==> src/hw/root_band_pkg.sv <==
// Package for the signed root and dead-band arithmetic unit.
// Assumes a single clock domain; shared by the unit and its root core.
package root_band_pkg;
  localparam int WORD_W = 16;
  localparam int DBL_W  = 32;
  localparam logic signed [15:0] SAT_MAX = 16'sh7fff;
  localparam logic signed [15:0] SAT_MIN = 16'sh8000;
  // Largest root magnitude that still fits a negative result
  localparam logic [15:0] NEG_MAG_LIMIT  = 16'h8000;
  // Count value of the last of the sixteen root steps
  localparam logic [4:0]  ROOT_LAST_STEP = 5'h0f;
  localparam logic [7:0] ROOT_FUNCTION_CODE = 8'ha7;
  localparam logic [7:0] BAND_FUNCTION_CODE = 8'ha6;

  typedef struct packed {
    logic [15:0] upper;
    logic [15:0] lower;
  } dbl_word_t;

  typedef enum logic [1:0] {
    ST_IDLE = 2'b00,
    ST_BUSY = 2'b01,
    ST_DONE = 2'b10
  } root_state_t;
endpackage

==> src/hw/root_core.sv <==
// Iterative integer square root of a 32-bit magnitude, one bit per cycle.
// Assumes the start pulse comes from logic on the same clock.
`timescale 1ns/10ps
module root_core (
  // Clock and reset
  input  wire logic        i_ref_clk,
  input  wire logic        i_rst_n,
  // Request
  input  wire logic        i_start,
  input  wire logic [31:0] i_mag,
  // Answer
  output logic             o_done,
  output logic [15:0]      o_root
);
  import root_band_pkg::*;

  typedef struct packed {
    root_state_t st;
    logic [31:0] rem;
    logic [31:0] num;
    logic [15:0] root;
    logic [4:0]  cnt;
    logic [31:0] mag;
  } core_st_t;

  core_st_t cur_ff;
  core_st_t nxt_st;
  logic [33:0] trial;
  logic [33:0] rem_sh;

  always_comb begin
    nxt_st = cur_ff;
    rem_sh = {cur_ff.rem, cur_ff.num[31:30]};
    trial  = {16'h0000, cur_ff.root, 2'b01};
    case (cur_ff.st)
      ST_IDLE: begin
        if (i_start) begin
          nxt_st.st   = ST_BUSY;
          nxt_st.rem  = 32'h0000_0000;
          nxt_st.num  = i_mag;
          nxt_st.root = 16'h0000;
          nxt_st.cnt  = 5'h00;
          nxt_st.mag  = i_mag;
        end
      end
      ST_BUSY: begin
        // Digit-by-digit root keeps only the integer part
        nxt_st.num = {cur_ff.num[29:0], 2'b00};
        if (rem_sh >= trial) begin //RULE_09
          nxt_st.rem  = 32'(rem_sh - trial);
          nxt_st.root = {cur_ff.root[14:0], 1'b1};
        end else begin
          nxt_st.rem  = rem_sh[31:0];
          nxt_st.root = {cur_ff.root[14:0], 1'b0};
        end
        nxt_st.cnt = cur_ff.cnt + 5'h01;
        if (cur_ff.cnt == ROOT_LAST_STEP) begin
          nxt_st.st = ST_DONE;
        end
      end
      ST_DONE: begin
        nxt_st.st = ST_IDLE;
      end
      default: begin
        nxt_st.st = ST_IDLE;
      end
    endcase
  end

  always_ff @(posedge i_ref_clk or negedge i_rst_n) begin
    if (!i_rst_n) begin
      cur_ff <= '{st: ST_IDLE, default: '0};
    end else begin
      cur_ff <= nxt_st;
    end
  end

  assign o_done = (cur_ff.st == ST_DONE);
  assign o_root = cur_ff.root;

  // Root squared must not pass the latched magnitude, next root must
  a_root_exact: assert property ( //RULE_09
    @(posedge i_ref_clk) disable iff (!i_rst_n)
    o_done |-> ({16'h0000, o_root} * {16'h0000, o_root} <= cur_ff.mag) &&
    ((34'(o_root) + 34'h1) * (34'(o_root) + 34'h1) > 34'(cur_ff.mag)))
    else $error("root not integer part");
  a_root_latency: assert property ( //RULE_01
    @(posedge i_ref_clk) disable iff (!i_rst_n)
    (cur_ff.st == ST_IDLE && i_start) |-> ##17 o_done)
    else $error("root latency wrong");
endmodule

==> src/hw/signed_sqrt_dead_band_unit.sv <==
// Signed square-root and dead-band arithmetic unit for a ladder controller.
// Assumes operands and enables come from logic on the same clock.
// Behaviour
// (RULE_01) Root takes |operand|, roots it, restores the sign, stores it.
// (RULE_02) A result above 32767 is overflow, below -32768 underflow.
// (RULE_03) On overflow/underflow the limit is stored and the flag is high; the code holds the flag low while root enable is low.
// (RULE_04) The program supplies a signed 32-bit root operand.
// (RULE_05) With band enable low, no change and the decision stays low.
// (RULE_06) If |value| exceeds |band|, store value shrunk by |band|, flag low.
// (RULE_07) If |value| is within |band|, store zero and raise the decision.
// (RULE_08) The program supplies signed 16-bit value and band operands.
// (RULE_09) The root magnitude is the truncated integer part.
`timescale 1ns/10ps
module signed_sqrt_dead_band_unit (
  // Clock and reset
  input  wire logic                     i_ref_clk,
  input  wire logic                     i_rst_n,
  // Square-root operation
  input  wire logic                     i_root_en,
  input  wire root_band_pkg::dbl_word_t i_root_opnd,
  output logic                          o_root_valid,
  output logic [15:0]                   o_root_result,
  output logic                          o_root_ovf,
  // Dead-band operation
  input  wire logic                     i_band_en,
  input  wire logic [15:0]              i_band_value,
  input  wire logic [15:0]              i_band_width,
  output logic [15:0]                   o_band_result,
  output logic                          o_band_in_band
);
  import root_band_pkg::*;

  typedef struct packed {
    logic        busy;
    logic        neg;
    logic        valid;
    logic [15:0] root_res;
    logic        ovf;
    logic [15:0] band_res;
    logic        in_band;
  } unit_st_t;

  unit_st_t           cur_ff;
  unit_st_t           nxt_st;
  logic               core_done;
  logic [15:0]        core_root;
  logic               start;
  logic [31:0]        mag;
  logic signed [31:0] opnd;
  logic signed [16:0] val_x;
  logic signed [16:0] wid_x;
  logic [16:0]        val_abs;
  logic [16:0]        wid_abs;
  logic signed [17:0] shrunk;

  assign opnd  = signed'({i_root_opnd.upper, i_root_opnd.lower}); //RULE_04
  assign mag   = opnd[31] ? 32'(-opnd) : opnd; //RULE_01
  assign start = i_root_en && !cur_ff.busy;

  root_core u_root_core (
    .i_ref_clk (i_ref_clk),
    .i_rst_n   (i_rst_n),
    .i_start   (start),
    .i_mag     (mag),
    .o_done    (core_done),
    .o_root    (core_root)
  );

  always_comb begin
    nxt_st       = cur_ff;
    nxt_st.valid = 1'b0;
    val_x   = 17'(signed'(i_band_value)); //RULE_08
    wid_x   = 17'(signed'(i_band_width));
    val_abs = val_x[16] ? 17'(-val_x) : val_x;
    wid_abs = wid_x[16] ? 17'(-wid_x) : wid_x;
    shrunk  = val_x[16] ? 18'(val_x + signed'({1'b0, wid_abs}))
                        : 18'(val_x - signed'({1'b0, wid_abs}));
    if (start) begin
      nxt_st.busy = 1'b1;
      nxt_st.neg  = opnd[31];
    end
    if (!i_root_en) begin
      nxt_st.ovf = 1'b0; //RULE_03
    end
    if (core_done) begin
      nxt_st.busy  = 1'b0;
      nxt_st.valid = 1'b1;
      // Roots reach 46340, past the signed range; clamp to the limits
      if (!cur_ff.neg && core_root[15]) begin //RULE_02
        nxt_st.root_res = SAT_MAX; //RULE_03
        nxt_st.ovf      = 1'b1;
      end else if (cur_ff.neg && core_root > NEG_MAG_LIMIT) begin //RULE_02
        nxt_st.root_res = SAT_MIN; //RULE_03
        nxt_st.ovf      = 1'b1;
      end else begin
        nxt_st.root_res = cur_ff.neg ? 16'(-core_root) : core_root; //RULE_01
        nxt_st.ovf      = 1'b0;
      end
      if (!i_root_en) begin
        nxt_st.ovf = 1'b0;
      end
    end
    if (!i_band_en) begin
      nxt_st.in_band = 1'b0; //RULE_05
    end else if (val_abs > wid_abs) begin
      nxt_st.band_res = shrunk[15:0]; //RULE_06
      nxt_st.in_band  = 1'b0;
    end else begin
      nxt_st.band_res = 16'h0000; //RULE_07
      nxt_st.in_band  = 1'b1;
    end
  end

  always_ff @(posedge i_ref_clk or negedge i_rst_n) begin
    if (!i_rst_n) begin
      cur_ff <= '0;
    end else begin
      cur_ff <= nxt_st;
    end
  end

  assign o_root_valid   = cur_ff.valid;
  assign o_root_result  = cur_ff.root_res;
  assign o_root_ovf     = cur_ff.ovf;
  assign o_band_result  = cur_ff.band_res;
  assign o_band_in_band = cur_ff.in_band;

  // Dead-band checks
  a_band_off_low: assert property ( //RULE_05
    @(posedge i_ref_clk) disable iff (!i_rst_n)
    !i_band_en |=> !o_band_in_band && $stable(o_band_result))
    else $error("band disabled but output changed");
  a_band_zero: assert property ( //RULE_07
    @(posedge i_ref_clk) disable iff (!i_rst_n)
    (i_band_en && val_abs <= wid_abs) |=> o_band_in_band &&
    o_band_result == 16'h0000) else $error("in-band not zero");
  a_band_shrink: assert property ( //RULE_06
    @(posedge i_ref_clk) disable iff (!i_rst_n)
    (i_band_en && val_abs > wid_abs) |=> !o_band_in_band &&
    o_band_result == $past(shrunk[15:0])) else $error("band shrink bad");
  a_band_flag_en: assert property ( //RULE_05
    @(posedge i_ref_clk) disable iff (!i_rst_n)
    o_band_in_band |-> $past(i_band_en))
    else $error("decision high without enable");

  // Root checks
  a_root_off_low: assert property ( //RULE_03
    @(posedge i_ref_clk) disable iff (!i_rst_n)
    !i_root_en |=> !o_root_ovf) else $error("ovf high while disabled");
  a_ovf_limit: assert property ( //RULE_03
    @(posedge i_ref_clk) disable iff (!i_rst_n)
    (o_root_valid && o_root_ovf) |-> (o_root_result == SAT_MAX ||
    o_root_result == SAT_MIN)) else $error("ovf without limit");
  a_root_sign: assert property ( //RULE_01
    @(posedge i_ref_clk) disable iff (!i_rst_n)
    (o_root_valid && !o_root_ovf && o_root_result != 16'h0000) |->
    o_root_result[15] == cur_ff.neg) else $error("root sign wrong");
  a_root_pos_ovf: assert property ( //RULE_02
    @(posedge i_ref_clk) disable iff (!i_rst_n)
    (core_done && !cur_ff.neg && core_root[15] && i_root_en) |=>
    o_root_ovf && o_root_result == SAT_MAX) else $error("no overflow");
  a_root_neg_udf: assert property ( //RULE_02
    @(posedge i_ref_clk) disable iff (!i_rst_n)
    (core_done && cur_ff.neg && core_root > NEG_MAG_LIMIT && i_root_en)
    |=> o_root_ovf && o_root_result == SAT_MIN)
    else $error("no underflow");
  a_root_pos_ok: assert property ( //RULE_03
    @(posedge i_ref_clk) disable iff (!i_rst_n)
    (core_done && !cur_ff.neg && !core_root[15]) |=>
    !o_root_ovf && o_root_result == $past(core_root))
    else $error("positive root not stored");
  a_root_neg_ok: assert property ( //RULE_01
    @(posedge i_ref_clk) disable iff (!i_rst_n)
    (core_done && cur_ff.neg && core_root <= NEG_MAG_LIMIT) |=>
    !o_root_ovf && o_root_result == 16'(-$past(core_root)))
    else $error("negative root not stored");
  a_valid_pulse: assert property ( //RULE_01
    @(posedge i_ref_clk) disable iff (!i_rst_n)
    o_root_valid |=> !o_root_valid) else $error("valid longer than a cycle");
  // A request while busy must not disturb the latched sign
  a_busy_hold: assert property ( //RULE_01
    @(posedge i_ref_clk) disable iff (!i_rst_n)
    (cur_ff.busy && !core_done) |=> $stable(cur_ff.neg))
    else $error("sign changed while busy");
  a_root_done_time: assert property ( //RULE_01
    @(posedge i_ref_clk) disable iff (!i_rst_n)
    start |-> ##18 o_root_valid) else $error("root result late");
endmodule

==> config.mk <==
export PLATFORM = sky130hd
export DESIGN_NAME = signed_sqrt_dead_band_unit
export DESIGN_NICKNAME = d
export VERILOG_FILES = /design/src/hw/root_band_pkg.sv /design/src/hw/root_core.sv /design/src/hw/signed_sqrt_dead_band_unit.sv
export SDC_FILE = /design/constraint.sdc
export NUM_CORES = 1
export LEC_CHECK = 0
export ABC_AREA = 0
export BUFFER_PORTS_ARGS = -buffer_cell sky130_fd_sc_hd__buf_2
export CAP_MARGIN = 20
export CORE_MARGIN = 5
export CORE_UTILIZATION = 35
export DETAILED_ROUTE_END_ITERATION = 8
export SYNTH_ARGS = -nofsm -noshare
export SYNTH_HDL_FRONTEND = slang
export SYNTH_SLANG_ARGS = --single-unit
==> constraint.sdc <==
create_clock -name i_ref_clk -period 7.15 [get_ports i_ref_clk]
set_input_delay 1.7875 -clock i_ref_clk [delete_from_list [all_inputs] [get_ports i_ref_clk]]
set_output_delay 1.7875 -clock i_ref_clk [all_outputs]
set_load 0.05 [all_outputs]
# Yosys cells after proc, flatten, opt, wreduce, memory -nomap -nowiden
# Index checks and enable logic that the tools add are counted.
dict set report totals {
  reg_bits 156
  inputBits 68
  elab_cells 61
}
dict set report classes {
  add_sub_neg 8
  magnitude_cmp 3
  n_eq_ne 6
  muxes 20
  n_reduce_logical 11
}
# op count
set op_table {}
lappend op_table {{85-bit case mux with 2 select lines} 1}
lappend op_table {{119-bit two-way mux} 1}
lappend op_table {{17-bit two-way mux} 5}
lappend op_table {{32-bit two-way mux} 2}
lappend op_table {{34-bit by 18-bit greater-or-equal comparator with 1-bit output} 1}
lappend op_table {{16-bit negation with 17-bit output} 2}
lappend op_table {{16-bit two-way mux} 2}
lappend op_table {{32-bit negation} 1}
lappend op_table {{32-bit by 18-bit subtractor with 32-bit output} 1}
lappend op_table {{18-bit two-way mux} 1}
lappend op_table {{17-bit > comparator} 1}
lappend op_table {{16-bit adder} 1}
lappend op_table {{16-bit > comparator (second input constant)} 1}
lappend op_table {{16-bit negation} 1}
lappend op_table {{16-bit subtractor} 1}
lappend op_table {{2-bit AND reduction} 3}
lappend op_table {{5-bit by 1-bit adder with 5-bit output (second input constant)} 1}
lappend op_table {{5-bit by 4-bit == test with 1-bit output (second input constant)} 1}
lappend op_table {{1-bit two-way mux} 5}
lappend op_table {{2-bit two-way mux} 2}
lappend op_table {{2-bit by 1-bit != test with 1-bit output (second input constant)} 2}
lappend op_table {{2-bit case mux with 2 select lines} 1}
lappend op_table {{2-bit nonzero test} 2}
lappend op_table {{1-bit logical AND} 3}
lappend op_table {{other kinds (5)} 6}

# Depth between registers and ports, before layout
dict set report logic_depth {
  word_depth 6
  ltp_mapped 17
}

# By module
# Synthesis repeated with hierarchy kept, for this count alone.
dict set report unflattened {
  cells_unflattened 1194
  area_unflattened_um2 9892.0
}
# module n_inst cells_each area_per_inst_um2
set modules_own_cells {}
lappend modules_own_cells {root_core 1 609 5221.3}
lappend modules_own_cells {signed_sqrt_dead_band_unit 1 585 4670.7}

# Least setup slack after synthesis
# No wires, ideal clock.
dict set report synth_timing {
  kind {input -> register}
  start {input i_band_width[0]}
  end {register cur_ff, in the netlist o_band_result[15]}
  setup_ns 0.120
  arrival_ns 5.098
  required_time_ns 7.030
  setup_slack_ns 1.932
  stages 15
  n_path_buf 0
  path_cell_list {inv_1 ha_1 or3b_2 a211oi_1 and3_1 and4_1 a21oi_1 xnor2_1 ha_1 or2_2 a21oi_1 a31oi_1 a311o_1 xnor2_1 a31o_1}
}
dict set report synth_via {
  elab_chain_cells 5
  word_cells_on_any_way 7
}
# element line
set synth_rtl {}
lappend synth_rtl {{start: declaration} signed_sqrt_dead_band_unit.sv:27} ;# input wire logic [15:0] i_band_width,
lappend synth_rtl {{16-bit negation with 17-bit output} signed_sqrt_dead_band_unit.sv:75} ;# wid_abs = wid_x[16] ? 17'(-wid_x) : wid_x;
lappend synth_rtl {{17-bit two-way mux (*)} signed_sqrt_dead_band_unit.sv:75}
lappend synth_rtl {{16-bit subtractor or 16-bit adder (tied branches)} {signed_sqrt_dead_band_unit.sv:77, signed_sqrt_dead_band_unit.sv:76}}
lappend synth_rtl {{16-bit two-way mux} signed_sqrt_dead_band_unit.sv:76} ;# shrunk = val_x[16] ? 18'(val_x + signed'({1'b0, wid_abs}))
lappend synth_rtl {{17-bit two-way mux (*)} signed_sqrt_dead_band_unit.sv:105} ;# end else if (val_abs > wid_abs) begin
lappend synth_rtl {{end signal: assignment} signed_sqrt_dead_band_unit.sv:118} ;# cur_ff <= nxt_st;
lappend synth_rtl {{end: declaration} signed_sqrt_dead_band_unit.sv:43} ;# unit_st_t cur_ff;
# Every way passes the cells marked *; elsewhere a longest branch is shown, timed or not.
# A chain may end at the register's enable or synchronous reset.

# Worst setup path in the final report
# Same ends and word-level chain as after synthesis.

==> impl_metrics.yaml <==
worst_setup_path:
  worstSetupPathType: "primary input to flip-flop"
  cp_cell_sequence: "buf_2 -> inv_1 -> ha_1 -> or3b_2 -> a211oi_1 -> and3_1 -> and4_1 -> a21oi_1 -> xnor2_1 -> ha_1 -> or2_2 -> a21oi_1 -> a31oi_1 -> a311o_1 -> xnor2_1 -> a31o_1"
  end_kind: "flip-flop"
  cpPeakStageDelay_ns: 0.48
  cp_slowest_cell: "a211oi_1"
  crit_start: "i_band_width[0]"
  worst_ep_required_time_ns: 7.45
  cp_top_family: "compound AO/OA/AOI/OAI gates"
  path_buf_inv: 2
  r2r_start: "u_root_core.o_root[15]"
  critPathArrivalTime_ns: 5.65
  crit_fanout: 7
  critPathLaunchType: "primary input"
global_routing:
  grt_max_degree: 69
  grt_first_pass_wirelength_um: 37500
  antenna_found_initial: 0
  grt_pass1_vias: 7573
  overflow: 0
  track_usage_pct: 14.5
clocking:
  hold_buffers: 0
  clk_pin_slew_ns: 0.06
  cts_resized: 0
  cts_tree: "yes"
  cts-root-buf: "clkbuf_16"
  clock_path_buffers: 2
  cts.sinks: 124
  numCtsBuffers: 17
  insertion_delay_ns: 0.41
  htree_levels: 4
  cts_setup_buffers: 0
place:
  hpwl_um: 16500
  routabilityCongestion: 0.881
  place_ws_ns: 1.38
  placed_cells: 1451
  io_buffers: 102
synth:
  synth_simple_gate_area_share_pct: 18.1
  ys_types: 83
  post-synth-top-area-fraction_pct: 32.7
  avgSynthCellArea_um2: 8.76
  synth_top_family_by_area: "compound AO/OA/AOI/OAI gates"
  synth_area_leader_cell: "dfrtp_1"
  synthFlopType: "dfrtp_1"
  synth_enable_flop_cells: 0
  seq_area_frac_synth_pct: 32.7
  syn-instance-count: 1084
  async_reset_ff_share_pct: 100
  synth_seq_cells: 124
  synth_compound_area_share_pct: 22.8
  yosysWarnings: 0
  synthAdderAreaFrac_pct: 7.85
  synthMuxAreaShare_pct: 2.24
  synth_xor_area_share_pct: 9.78
  synth.area.top_cells: "dfrtp_1 33%, ha_1 7.6%, xnor2_1 5.9%"
  syn_area_um2: 9500
  syn_nets: 1211
timing:
  fin_setup_tns_ns: 0
  hold_ws_ns: 0.462
  setup_viol: 0
  relSlewSlack_pct: 40.5
  fmax_mhz: 187
  worst_pin_slew_ns: 0.881
  min_period_over_period_pct: 74.8
  hold_viol: 0
  skew_ns: 0.00697
  rsz0062_at_grt: "no"
  layout_setup_ws_ns: 1.80
  fin_crit_ns: 5.35
  slew_violations: 0
power_and_ir_drop:
  p_per_area_nw_per_um2: 401
  pwr-share-clk_pct: 19.5
  p_int_mw: 2.37
  power_frac_comb_pct: 52.7
  swShare_pct: 44.5
  switchingPower_mw: 1.90
  ir_drop_mv: 0.193
  power_leakage_nw: 4.65
  pwr-share-seq_pct: 27.8
floorplan:
  core_um2: 26800
  die-area_um2: 30500
  pin_count: 103
  chipHeight_um: 175
  die_width_um: 175
  rows: 60
  start_util_pct: 35.4
detailed_routing:
  ant_nets: 0
  wl_met3_um: 655
  topRoutingLayerUsed: "met4"
  wl_met2_um: 10800
  drtIter0Drc: 411
  dr.pass1.iters: 5
  wl_per_cell_um: 15.0
  drc: 0
  wl_met1_um: 10600
  via_count: 7987
  via_per_inst: 5.38
  routed_wl_um: 22300
finish:
  nNetsFinal: 1258
  area.growth.synth_to_final_pct: 12.2
  instances_no_fill: 1485
  fill_cells: 2679
  layout-drive-gt1-share_pct: 15.4
  seq_area_um2: 3100
  diodes: 0
  multi_input_area_um2: 5780
outcome:
  status: "finished clean"
hold_path:
  min_from: "o_root_result[0]"
  hp-class: "flip-flop to flip-flop"
flow_run:
  drv_cap: 0
[worst reg2reg max path, delay by kind of cell (launching register included)]
family | cells | cell delay (ns)
adders and majority gates | 1 | 0.44
DFF | 1 | 0.48
and+or+nand+nor | 5 | 1.67
buffers and inverters | 2 | 0.60
AOI/OAI and AO/OA | 1 | 0.16
[cells in the mapped netlist (all sizes together), types with 19 or more instances]
library cell	n
a21oi	43
a22oi	31
buf	48
clkbuf	34
dfrtp	124
ha	58
inv	45
mux2i	19
nand2	82
nand3	28
nor2	55
nor2b	23
nor3	20
o21ai	114
or3	22
xnor2	64
xor2	42
[final cells by class]
cell class	instances	area share (%)
Multi-Input combinational cell	833	54.3
Tap cell	341	4.00
Clock buffer	20	4.38
Inverter	45	1.59
Sequential cell	124	29.1
Clock inverter	12	1.06
Timing Repair Buffer	110	5.57
[power by group through the flow]
stage | Sequential (mW) | Clock [mW] | Combinational (mW)
final | 1.19 | 0.832 | 2.25
after global routing | 1.23 | 0.892 | 2.54
after CTS | 1.19 | 0.857 | 2.27
after detailed placement | 1.20 | 0 | 2.25
after global placement | 1.19 | 0 | 2.22
after floorplan | 1.12 | 0 | 1.90
[metrics by stage]
stage          instance area (µm²)  utilization (%)  power, mW
3_5_place_dp                 10000             37.5       3.45
5_1_grt                      10700             39.8       4.65
2_1_floorplan                 9500                -       3.01
3_3_place_gp                 10000             37.5       3.42
4_1_cts                      10600             39.6       4.31
6_report                     10700             39.8       4.27
[registers in the layout, indices dropped and copies added, names as in the netlist]
signal,flops
o_band_result,16
u_root_core.o_root,16
o_root_result,16
o_root_ovf,1
o_root_valid,1
u_root_core.cur_ff,71
o_band_in_band,1
cur_ff,2
[worst paths after layout]
kind | end | slack, ns | depth (start not counted)
worst max-delay path | o_band_result[15] | 1.80 | 16
worst min register to register | o_root_result[0] | 0.46 | 2
worst max register to register | u_root_core.cur_ff[95] | 3.66 | 9
max in group asynchronous | o_band_result[0] | 4.40 | 2
worst min-delay path | o_root_result[0] | 0.46 | 2
min in group asynchronous | o_root_result[7] | 1.45 | 1
[logic make-up after synthesis]
| kind of cell | Yosys count |
|---|---|
| AO/OA/AOI/OAI | 329 |
| AND/OR/NAND/NOR | 316 |
| buffers and inverters | 127 |
| flip-flops | 124 |
| XOR/XNOR | 106 |
| adder cells (fa/ha/maj) | 59 |
| multiplexers | 21 |
| other | 2 |
[metal layers]
layer	GRT usage, %	vias up
met5	0	-
met1	19.5	3801
met4	4.65	0
met2	24.0	128
li1	-	4040
met3	2.23	18
[cell usage in the layout (no fill, tap or decap), types with 31 or more instances in the layout]
master,instances
nor2_1,55
a21oi_1,42
dfrtp_1,124
xor2_1,42
a22oi_1,31
buf_2,101
nand2_1,81
o21ai_0,95
inv_1,45
xnor2_1,64
ha_1,58
(Power assumes the default switching activity.)
